==> src/ect_pkg.sv <==
package ect_pkg;

    // Widths of the count and timer datapaths
    localparam int ECT_CNT_W = 32;
    localparam int ECT_TMR_W = 32;

    // Tick prescaler: 1 us at 100 MHz
    localparam int ECT_CLK_MHZ = 100;
    localparam int ECT_TICK_US = 1;
    localparam int ECT_TICK_CYC = ECT_CLK_MHZ * ECT_TICK_US;
    localparam int ECT_PRE_W = 8;

    // Reset values
    localparam logic [ECT_CNT_W-1:0] ECT_CNT_RST = 32'h0000_0000;
    localparam logic [ECT_TMR_W-1:0] ECT_TMR_RST = 32'h0000_0000;

    // Edge qualification encoding
    typedef enum logic [1:0] {
        ECT_EDGE_UP = 2'h0,
        ECT_EDGE_DOWN = 2'h1,
        ECT_EDGE_EITHER = 2'h2
    } ect_edge_t;

    // Counter clear source encoding; off means command only
    typedef enum logic [3:0] {
        ECT_CLR_OFF = 4'h0,
        ECT_CLR_CAP_BEGIN = 4'h1,
        ECT_CLR_CAP_DONE = 4'h2,
        ECT_CLR_EXP_BEGIN = 4'h3,
        ECT_CLR_EXP_DONE = 4'h4,
        ECT_CLR_RD_BEGIN = 4'h5,
        ECT_CLR_RD_DONE = 4'h6,
        ECT_CLR_PROF = 4'h7,
        ECT_CLR_PROF_OK = 4'h8,
        ECT_CLR_PROF_BAD = 4'h9,
        ECT_CLR_IO_LINE_THREE = 4'ha,
        ECT_CLR_IO_LINE_FOUR = 4'hb,
        ECT_CLR_TMR1 = 4'hc,
        ECT_CLR_CNT1 = 4'hd
    } ect_clr_src_t;

    // Timer start source encoding; off means command only
    typedef enum logic [3:0] {
        ECT_BEG_OFF = 4'h0,
        ECT_BEG_CAP_BEGIN = 4'h1,
        ECT_BEG_CAP_DONE = 4'h2,
        ECT_BEG_EXP_BEGIN = 4'h3,
        ECT_BEG_EXP_DONE = 4'h4,
        ECT_BEG_RD_BEGIN = 4'h5,
        ECT_BEG_RD_DONE = 4'h6,
        ECT_BEG_PROF = 4'h7,
        ECT_BEG_PROF_OK = 4'h8,
        ECT_BEG_SYNC = 4'h9,
        ECT_BEG_IO_LINE_THREE = 4'ha,
        ECT_BEG_IO_LINE_FOUR = 4'hb,
        ECT_BEG_TMR1 = 4'hc,
        ECT_BEG_CNT1 = 4'hd
    } ect_beg_src_t;

    // Timer status readback encoding
    localparam logic [1:0] ECT_ST_IDLE = 2'h0;
    localparam logic [1:0] ECT_ST_WAIT = 2'h1;
    localparam logic [1:0] ECT_ST_RUN = 2'h2;
    localparam logic [1:0] ECT_ST_DONE = 2'h3;

endpackage

==> src/ect_core.sv <==
`timescale 1ns/10ps
// Functional notes
// - Readout-done and profile triggers clear counter
// - Line three or four clears on edge
// - Timer or counter done event clears counter
// - Clear edge: up, down or either
// - Count equals terminal value gives done event
// - Live count is always readable
// - Count before clear is captured
// - Clear command zeroes; counting resumes immediately
// - Timer selector; only timer one exists
// - Timer off or active; configure while off
// - Timer status: idle, waiting, running, done
// - Done at duration, running while below
// - Capture, exposure, readout, profile events start timer
// - Line three or four edge starts timer
// - Timer done, counter done, sync start timer
// - Source Off: start only on clear command
// - Start edge: up, down or either
// - Timer runs exactly length microseconds, one for length zero
// - Elapsed microseconds readable
// - Timer clear command zeroes elapsed value
// - Event-cleared counter waits for next start event
module ect_core
    import ect_pkg::*;
(
    input wire logic i_mclk,
    input wire logic i_rst,
    input wire logic i_capture_session_begin,
    input wire logic i_capture_session_done,
    input wire logic i_exposure_begin_event,
    input wire logic i_exposure_done_event,
    input wire logic i_sensor_readout_begin,
    input wire logic i_sensor_readout_done,
    input wire logic i_profile_trigger_event,
    input wire logic i_accepted_profile_trigger,
    input wire logic i_rejected_profile_trigger,
    input wire logic i_multi_unit_sync_signal,
    input wire logic i_io_line_three,
    input wire logic i_io_line_four,
    input wire logic i_count_step,
    input wire logic i_count_begin_event,
    input wire logic [3:0] i_count_clear_select,
    input wire logic [1:0] i_count_clear_edge_select,
    input wire logic [ECT_CNT_W-1:0] i_count_terminal_value,
    input wire logic i_count_clear_command,
    input wire logic i_tmr_instance_select,
    input wire logic i_tmr_enable_setting,
    input wire logic [3:0] i_tmr_begin_select,
    input wire logic [1:0] i_tmr_begin_edge_select,
    input wire logic [ECT_TMR_W-1:0] i_tmr_length_us,
    input wire logic i_tmr_clear_command,
    output logic [ECT_CNT_W-1:0] o_count_live_value,
    output logic [ECT_CNT_W-1:0] o_count_captured_at_clear,
    output logic o_count_terminal_event,
    output logic o_count_running,
    output logic [1:0] o_tmr_state_readback,
    output logic [ECT_TMR_W-1:0] o_tmr_elapsed_us,
    output logic o_first_tmr_done_event
);

    ////////////////////////////////////////////////////////////////////////
    // I/O line synchronisers

    logic [1:0] line_pins;
    logic [1:0] line_rise;
    logic [1:0] line_fall;

    assign line_pins = {i_io_line_four, i_io_line_three};

    genvar gi;
    generate
        for (gi = 0; gi < 2; gi++) begin : g_line
            ect_edge_sync u_sync (
                .i_mclk(i_mclk),
                .i_rst(i_rst),
                .i_pin(line_pins[gi]),
                .o_rise(line_rise[gi]),
                .o_fall(line_fall[gi])
            );
        end
    endgenerate

    ////////////////////////////////////////////////////////////////////////
    // One microsecond prescaler

    logic [ECT_PRE_W-1:0] pre_r;
    logic us_tick;
    logic tmr_start;

    assign us_tick = (pre_r == ECT_PRE_W'(ECT_TICK_CYC - 1));

    always_ff @(posedge i_mclk or posedge i_rst) begin
        if (i_rst) begin
            pre_r <= '0;
        end else if (tmr_start) begin
            // Restarting with the timer keeps its duration exact, not up to a tick short
            pre_r <= '0;
        end else begin
            pre_r <= us_tick ? '0 : pre_r + 1'b1;
        end
    end

    ////////////////////////////////////////////////////////////////////////
    // Counter clear selection

    logic [ECT_CNT_W-1:0] cnt_r;
    logic [ECT_CNT_W-1:0] cnt_nxt;
    logic [ECT_CNT_W-1:0] cap_r;
    logic cnt_run_r;
    logic cnt_run_nxt;
    logic cnt_end_r;
    logic tmr_end_r;
    logic clr_edge3;
    logic clr_edge4;
    logic clr_event;
    logic clr_any;
    logic cnt_hit;

    // Qualify a line by the chosen edge
    // Code three qualifies no edge, so that selection stays quiet
    function automatic logic edge_pick(input logic [1:0] sel, input logic rise, input logic fall);
        logic r;
        r = 1'b0;
        if (sel == ECT_EDGE_UP) begin
            r = rise;
        end else if (sel == ECT_EDGE_DOWN) begin
            r = fall;
        end else if (sel == ECT_EDGE_EITHER) begin
            r = rise | fall;
        end
        return r;
    endfunction

    assign clr_edge3 = edge_pick(i_count_clear_edge_select, line_rise[0], line_fall[0]);
    assign clr_edge4 = edge_pick(i_count_clear_edge_select, line_rise[1], line_fall[1]);

    always_comb begin
        clr_event = 1'b0;
        case (i_count_clear_select)
            ECT_CLR_CAP_BEGIN: clr_event = i_capture_session_begin;
            ECT_CLR_CAP_DONE: clr_event = i_capture_session_done;
            ECT_CLR_EXP_BEGIN: clr_event = i_exposure_begin_event;
            ECT_CLR_EXP_DONE: clr_event = i_exposure_done_event;
            ECT_CLR_RD_BEGIN: clr_event = i_sensor_readout_begin;
            ECT_CLR_RD_DONE: clr_event = i_sensor_readout_done;
            ECT_CLR_PROF: clr_event = i_profile_trigger_event;
            ECT_CLR_PROF_OK: clr_event = i_accepted_profile_trigger;
            ECT_CLR_PROF_BAD: clr_event = i_rejected_profile_trigger;
            ECT_CLR_IO_LINE_THREE: clr_event = clr_edge3;
            ECT_CLR_IO_LINE_FOUR: clr_event = clr_edge4;
            ECT_CLR_TMR1: clr_event = tmr_end_r;
            ECT_CLR_CNT1: clr_event = cnt_end_r;
            default: clr_event = 1'b0;
        endcase
    end

    assign clr_any = clr_event | i_count_clear_command;
    // Only one equality pulse per arrival; stepping past the value does not repeat it
    assign cnt_hit = cnt_run_r & i_count_step & (cnt_r + 1'b1 == i_count_terminal_value);

    ////////////////////////////////////////////////////////////////////////
    // Counter datapath

    // A step in the clear cycle is dropped so the zero is exact
    always_comb begin
        cnt_nxt = cnt_r;
        cnt_run_nxt = cnt_run_r;
        if (i_count_clear_command) begin
            cnt_nxt = ECT_CNT_RST;
            cnt_run_nxt = 1'b1;
        end else if (clr_event) begin
            cnt_nxt = ECT_CNT_RST;
            cnt_run_nxt = 1'b0;
        end else begin
            if (i_count_begin_event) begin
                cnt_run_nxt = 1'b1;
            end
            if (cnt_run_r & i_count_step) begin
                cnt_nxt = cnt_r + 1'b1;
            end
        end
    end

    // A clear in the step cycle also suppresses the terminal pulse
    always_ff @(posedge i_mclk or posedge i_rst) begin
        if (i_rst) begin
            cnt_r <= ECT_CNT_RST;
            cap_r <= ECT_CNT_RST;
            cnt_run_r <= 1'b0;
            cnt_end_r <= 1'b0;
        end else begin
            cnt_r <= cnt_nxt;
            cnt_run_r <= cnt_run_nxt;
            cnt_end_r <= cnt_hit & ~clr_any;
            if (clr_any) begin
                cap_r <= cnt_r;
            end
        end
    end

    assign o_count_live_value = cnt_r;
    assign o_count_captured_at_clear = cap_r;
    assign o_count_terminal_event = cnt_end_r;
    assign o_count_running = cnt_run_r;

    ////////////////////////////////////////////////////////////////////////
    // Timer start selection

    typedef enum logic [1:0] {
        ECT_T_IDLE,
        ECT_T_WAIT,
        ECT_T_RUN,
        ECT_T_DONE
    } ect_tmr_state_t;

    ect_tmr_state_t tst_r;
    ect_tmr_state_t tst_nxt;
    logic [ECT_TMR_W-1:0] tel_r;
    logic [ECT_TMR_W-1:0] tel_nxt;
    logic tmr_sel_ok;
    logic tmr_on;
    logic beg_edge3;
    logic beg_edge4;
    logic beg_event;
    logic tmr_clear;
    logic tmr_reach;
    logic tmr_end_nxt;
    logic tmr_armed;

    // Only instance zero exists; other selections block only the timer clear command
    assign tmr_sel_ok = (i_tmr_instance_select == 1'b0);
    assign tmr_on = i_tmr_enable_setting;
    assign tmr_clear = i_tmr_clear_command & tmr_sel_ok;

    assign beg_edge3 = edge_pick(i_tmr_begin_edge_select, line_rise[0], line_fall[0]);
    assign beg_edge4 = edge_pick(i_tmr_begin_edge_select, line_rise[1], line_fall[1]);

    always_comb begin
        beg_event = 1'b0;
        case (i_tmr_begin_select)
            ECT_BEG_CAP_BEGIN: beg_event = i_capture_session_begin;
            ECT_BEG_CAP_DONE: beg_event = i_capture_session_done;
            ECT_BEG_EXP_BEGIN: beg_event = i_exposure_begin_event;
            ECT_BEG_EXP_DONE: beg_event = i_exposure_done_event;
            ECT_BEG_RD_BEGIN: beg_event = i_sensor_readout_begin;
            ECT_BEG_RD_DONE: beg_event = i_sensor_readout_done;
            ECT_BEG_PROF: beg_event = i_profile_trigger_event;
            ECT_BEG_PROF_OK: beg_event = i_accepted_profile_trigger;
            ECT_BEG_SYNC: beg_event = i_multi_unit_sync_signal;
            ECT_BEG_IO_LINE_THREE: beg_event = beg_edge3;
            ECT_BEG_IO_LINE_FOUR: beg_event = beg_edge4;
            ECT_BEG_TMR1: beg_event = tmr_end_r;
            ECT_BEG_CNT1: beg_event = cnt_end_r;
            default: beg_event = 1'b0;
        endcase
    end

    // Length zero completes on the first tick rather than never
    assign tmr_reach = (tel_r + 1'b1 >= i_tmr_length_us);

    ////////////////////////////////////////////////////////////////////////
    // Timer start detection

    // A trigger counts only while waiting or done; a running timer ignores it
    assign tmr_armed = (tst_r == ECT_T_WAIT) || (tst_r == ECT_T_DONE);
    assign tmr_start = tmr_on & (tmr_clear | (beg_event & tmr_armed));

    ////////////////////////////////////////////////////////////////////////
    // Timer state machine

    always_comb begin
        tst_nxt = tst_r;
        tel_nxt = tel_r;
        tmr_end_nxt = 1'b0;
        if (!tmr_on) begin
            tst_nxt = ECT_T_IDLE;
            if (tmr_clear) begin
                tel_nxt = ECT_TMR_RST;
            end
        end else if (tmr_clear) begin
            tel_nxt = ECT_TMR_RST;
            tst_nxt = ECT_T_RUN;
        end else begin
            unique case (tst_r)
                ECT_T_IDLE: begin
                    tst_nxt = ECT_T_WAIT;
                end
                ECT_T_WAIT, ECT_T_DONE: begin
                    if (beg_event) begin
                        tel_nxt = ECT_TMR_RST;
                        tst_nxt = ECT_T_RUN;
                    end
                end
                ECT_T_RUN: begin
                    if (us_tick) begin
                        tel_nxt = tel_r + 1'b1;
                        if (tmr_reach) begin
                            tst_nxt = ECT_T_DONE;
                            tmr_end_nxt = 1'b1;
                        end
                    end
                end
            endcase
        end
    end

    always_ff @(posedge i_mclk or posedge i_rst) begin
        if (i_rst) begin
            tst_r <= ECT_T_IDLE;
            tel_r <= ECT_TMR_RST;
            tmr_end_r <= 1'b0;
        end else begin
            tst_r <= tst_nxt;
            tel_r <= tel_nxt;
            tmr_end_r <= tmr_end_nxt;
        end
    end

    ////////////////////////////////////////////////////////////////////////
    // Readback

    logic [1:0] st_code;

    always_comb begin
        st_code = ECT_ST_IDLE;
        unique case (tst_r)
            ECT_T_IDLE: st_code = ECT_ST_IDLE;
            ECT_T_WAIT: st_code = ECT_ST_WAIT;
            ECT_T_RUN: st_code = ECT_ST_RUN;
            ECT_T_DONE: st_code = ECT_ST_DONE;
        endcase
    end

    // Decoded straight from the state register, so it moves with the state
    assign o_tmr_state_readback = st_code;
    assign o_tmr_elapsed_us = tel_r;
    assign o_first_tmr_done_event = tmr_end_r;

endmodule

==> src/ect_edge_sync.sv <==
`timescale 1ns/10ps
// Three-stage synchroniser with edge pulses, one per I/O line
module ect_edge_sync
    import ect_pkg::*;
(
    input wire logic i_mclk,
    input wire logic i_rst,
    input wire logic i_pin,
    output logic o_rise,
    output logic o_fall
);

    logic s1_r;
    logic s2_r;
    logic s3_r;
    logic lvl_r;

    // Stage one feeds only stage two; a change counts once two and three agree
    always_ff @(posedge i_mclk or posedge i_rst) begin
        if (i_rst) begin
            s1_r <= 1'b0;
            s2_r <= 1'b0;
            s3_r <= 1'b0;
            lvl_r <= 1'b0;
        end else begin
            s1_r <= i_pin;
            s2_r <= s1_r;
            s3_r <= s2_r;
            if (s2_r == s3_r) begin
                lvl_r <= s3_r;
            end
        end
    end

    wire agreed = (s2_r == s3_r);
    assign o_rise = agreed & s3_r & ~lvl_r;
    assign o_fall = agreed & ~s3_r & lvl_r;

endmodule

==> config.mk <==
export PLATFORM = sky130hd
export DESIGN_NAME = ect_core
export DESIGN_NICKNAME = d
export VERILOG_FILES = /design/src/ect_pkg.sv /design/src/ect_core.sv /design/src/ect_edge_sync.sv
export SDC_FILE = /design/constraint.sdc
export NUM_CORES = 1
export LEC_CHECK = 0
export BUFFER_PORTS_ARGS = -buffer_cell sky130_fd_sc_hd__buf_2
export CAP_MARGIN = 20
export CORE_MARGIN = 3
export CORE_UTILIZATION = 49
export DETAILED_ROUTE_END_ITERATION = 10
export MAX_ROUTING_LAYER = met4
export PLACE_DENSITY_LB_ADDON = 0.12
export SLEW_MARGIN = 20
export SYNTH_ARGS = -nofsm -noshare
export SYNTH_HDL_FRONTEND = slang
export SYNTH_SLANG_ARGS = --single-unit
export TNS_END_PERCENT = 50
==> constraint.sdc <==
create_clock -name i_mclk -period 6.6 [get_ports i_mclk]
set_clock_uncertainty 0.1 [all_clocks]
set_input_delay 1.32 -clock i_mclk [delete_from_list [all_inputs] [get_ports i_mclk]]
set_output_delay 1.32 -clock i_mclk [all_outputs]
set_load 0.03 [all_outputs]
==> flow_summary.yaml <==
logic_synthesis:
  seq_area_frac_synth_pct: 38.4
  yosysTopAreaCell: "dfrtp_1"
  syn_inst: 891
  synth_common_cells: "nand2_1, dfrtp_1, nor2_1"
  yosys_warnings: 0
  yosysTopAreaCellShare_pct: 38.4
  yosysMostFrequentCell: "nand2_1"
  async_reset_ff_share_pct: 100
  synthFlopType: "dfrtp_1"
  synth.net_count: 1026
  synth-seq-cells: 117
  ys_types: 64
  synth_edf_count: 0
  syn_area_per_cell_um2: 8.55
  ys_top_cells_by_area: "dfrtp_1, xnor2_1, nand2_1"
  syn-cell-area_um2: 7620
final_layout:
  drive_above_1_share_pct: 23.6
  multiInputGateArea_um2: 4340
  regArea_um2: 2930
  fin_util_pct: 62.3
  fin_cells: 1262
  n_fill_cell: 1323
  syn_to_final_growth_pct: 21.5
  fin_nets: 1197
  final_area_um2: 9260
global_route:
  grt_usage_pct: 23.9
  antenna_found_initial: 4
  overflow: 0
  grt_pass1_vias: 6343
  grt_pass1_wl_um: 31500
  grt_max_degree: 81
setup_path:
  cp-startpoint: "o_tmr_elapsed_us[9]$_DFFE_PP0P_"
  rr_worst_depth: 14
  crit_arrival_ps: 4370
  startpoint_type: "flip-flop"
  cp_top_family: "simple AND/OR/NAND/NOR gates"
  cp_common_cell: "nand3_1"
  crit_buf_inv: 0
  cp-endpoint: "tst_r[0]$_DFFE_PP0P_"
  crit_cells: 14
  critPathCaptureType: "flip-flop"
  r2r-end: "tst_r[0]$_DFFE_PP0P_"
  cp_cell_sequence: "nand2_1, nor4_1, nand3_1, nor2_1, nand3_1, xnor2_1, ha_1, nand4_1, or2_2, a21oi_1, or4_1, a211oi_1, o21ai_0, and3_1"
  cp_max_fo: 9
  path_class: "flip-flop to flip-flop"
  rrSetupSlack_ps: 2430
  cp_slowest_stage_delay_ps: 560
  slowest_stage: "nor2_1"
  r2r_start: "o_tmr_elapsed_us[9]$_DFFE_PP0P_"
  worst_ep_required_time_ps: 6800
cts:
  cts_tree: "yes"
  cts_htree_levels: 4
  clkSinkCount: 117
  cts_resized: 0
  clk-insertion-delay-late_ps: 410
  clockRootBuffer: "clkbuf_16"
  clk_pin_slew_ps: 60
  postCtsSetupRepairBufs: 0
  clock_path_buffers: 2
  hold_buffers: 0
  cts_buffers: 17
timing:
  fin_crit_sh_pct: 63.1
  hold_viol: 0
  whs_ps: 249
  period_minus_slack_ps: 4170
  setup_tns_ps: 0
  final.setup.worst_slack_ps: 2430
  finalSetupViolCount: 0
  worst_pin_slew_ps: 1030
  maxSlewViolCount: 0
  max_freq_ghz: 0.240
  relSlewSlack_pct: 31.2
  rsz0062_at_grt: "false"
placement:
  placedCellCount: 1227
  dp_hpwl_um: 14400
  dp_slack_ps: 2450
  place_congestion: 0.901
  post_dp_cell_area_um2: 8660
  numPortBuffers: 196
flow_run:
  drv_cap: 0
power_and_ir_drop:
  comb_power_share_pct: 9.7
  total_power_mw: 1.83
  switchingPower_uw: 466
  sw_frac_of_total_pct: 25.4
  p_per_area_nw_per_um2: 198
  seqPwrFrac_pct: 41.5
  irDropWorstVdd_v: 0.000181
  p_clk_share_pct: 48.8
  intPower_mw: 1.37
  p_leak_nw: 4.68
floorplanning:
  dieArea_um2: 17100
  die_w_um: 131
  fp.dieH_um: 131
  num_rows: 44
  initial_core_util_pct: 51.3
  io_pins: 197
  coreArea_um2: 14900
detailed_routing:
  postRouteAntennaNets: 0
  via_per_inst: 5.37
  wirelength_um: 19600
  drt_first_pass_iters: 5
  wl_per_cell_um: 15.5
  vias: 6777
  dr.first_iter.drc_count: 375
  drc_errors: 0
run_status:
  outcome: "finished, final reports clean"
worst_hold_path:
  hp-class: "flip-flop to flip-flop"
[layer usage]
metal / routed length, um / share of wire [%] / GRT usage, %
met5: 0 / 0 / -
met4: 154 / 0.79 / 5.63
met3: 1170 / 6.0 / 5.73
met2: 9430 / 48 / 38.6
met1: 8820 / 45 / 30.5
[flip-flops by register name (all words and copies together) (netlist names), 8 cells and up]
name	flops
o_count_captured_at_clear	32
o_count_live_value	32
o_tmr_elapsed_us	32
pre_r	8
[cell families after synthesis]
| kind of cell | after synthesis | share of synthesized area [%] |
|---|---|---|
| buf+inv | 90 | 4.71 |
| flops | 117 | 38.4 |
| compound gates | 143 | 12.6 |
| xor+xnor | 107 | 12.3 |
| fa+ha+maj | 39 | 6.41 |
| mux | 11 | 1.64 |
| simple gates | 384 | 23.9 |
[power groups by stage]
stage	Combinational [mW]	Sequential (mW)	Clock, mW
after floorplan	0.115	0.771	0
after global placement	0.178	0.772	0
after detailed placement	0.181	0.772	0
after CTS	0.182	0.760	0.912
after global routing	0.202	0.762	0.943
final	0.179	0.760	0.894
[how the worst min path moves through the flow]
stage                               startpoint                         endpoint  cells after the start  slack, ps
2_1_floorplan  g_line[0].u_sync.s1_r$_DFF_PP0_  g_line[0].u_sync.s2_r$_DFF_PP0_                      0        230
3_3_place_gp   g_line[0].u_sync.s1_r$_DFF_PP0_  g_line[0].u_sync.s2_r$_DFF_PP0_                      0        240
3_5_place_dp   g_line[1].u_sync.s1_r$_DFF_PP0_  g_line[1].u_sync.s2_r$_DFF_PP0_                      0        240
4_1_cts        g_line[0].u_sync.s1_r$_DFF_PP0_  g_line[0].u_sync.s2_r$_DFF_PP0_                      0        250
5_1_grt        g_line[0].u_sync.s1_r$_DFF_PP0_  g_line[0].u_sync.s2_r$_DFF_PP0_                      0        250
6_report       g_line[0].u_sync.s1_r$_DFF_PP0_  g_line[0].u_sync.s2_r$_DFF_PP0_                      0        250
[layout make-up]
cell class | count | share of cell area, %
antenna | 4 | 0.108
clock buffer | 21 | 5.19
clock inverter | 10 | 1.05
inverter | 43 | 1.80
multi-input combinational | 684 | 46.9
sequential | 117 | 31.6
tap | 184 | 2.49
timing repair buffer | 199 | 10.8
[cell usage in the layout, fill, tap and decap left out, types with 17 or more instances in the layout]
cell,Yosys,routed
a21oi_1,27,27
o21ai_0,34,34
xor2_1,37,37
buf_2,7,196
nor3_1,21,21
nand4_1,24,24
nand2_1,145,145
ha_1,39,39
dfrtp_1,117,117
clkbuf_16,0,17
nand3_1,31,30
inv_1,43,42
nor2_1,89,89
xnor2_1,70,70
No activity file was read; power rests on OpenSTA's default activity.
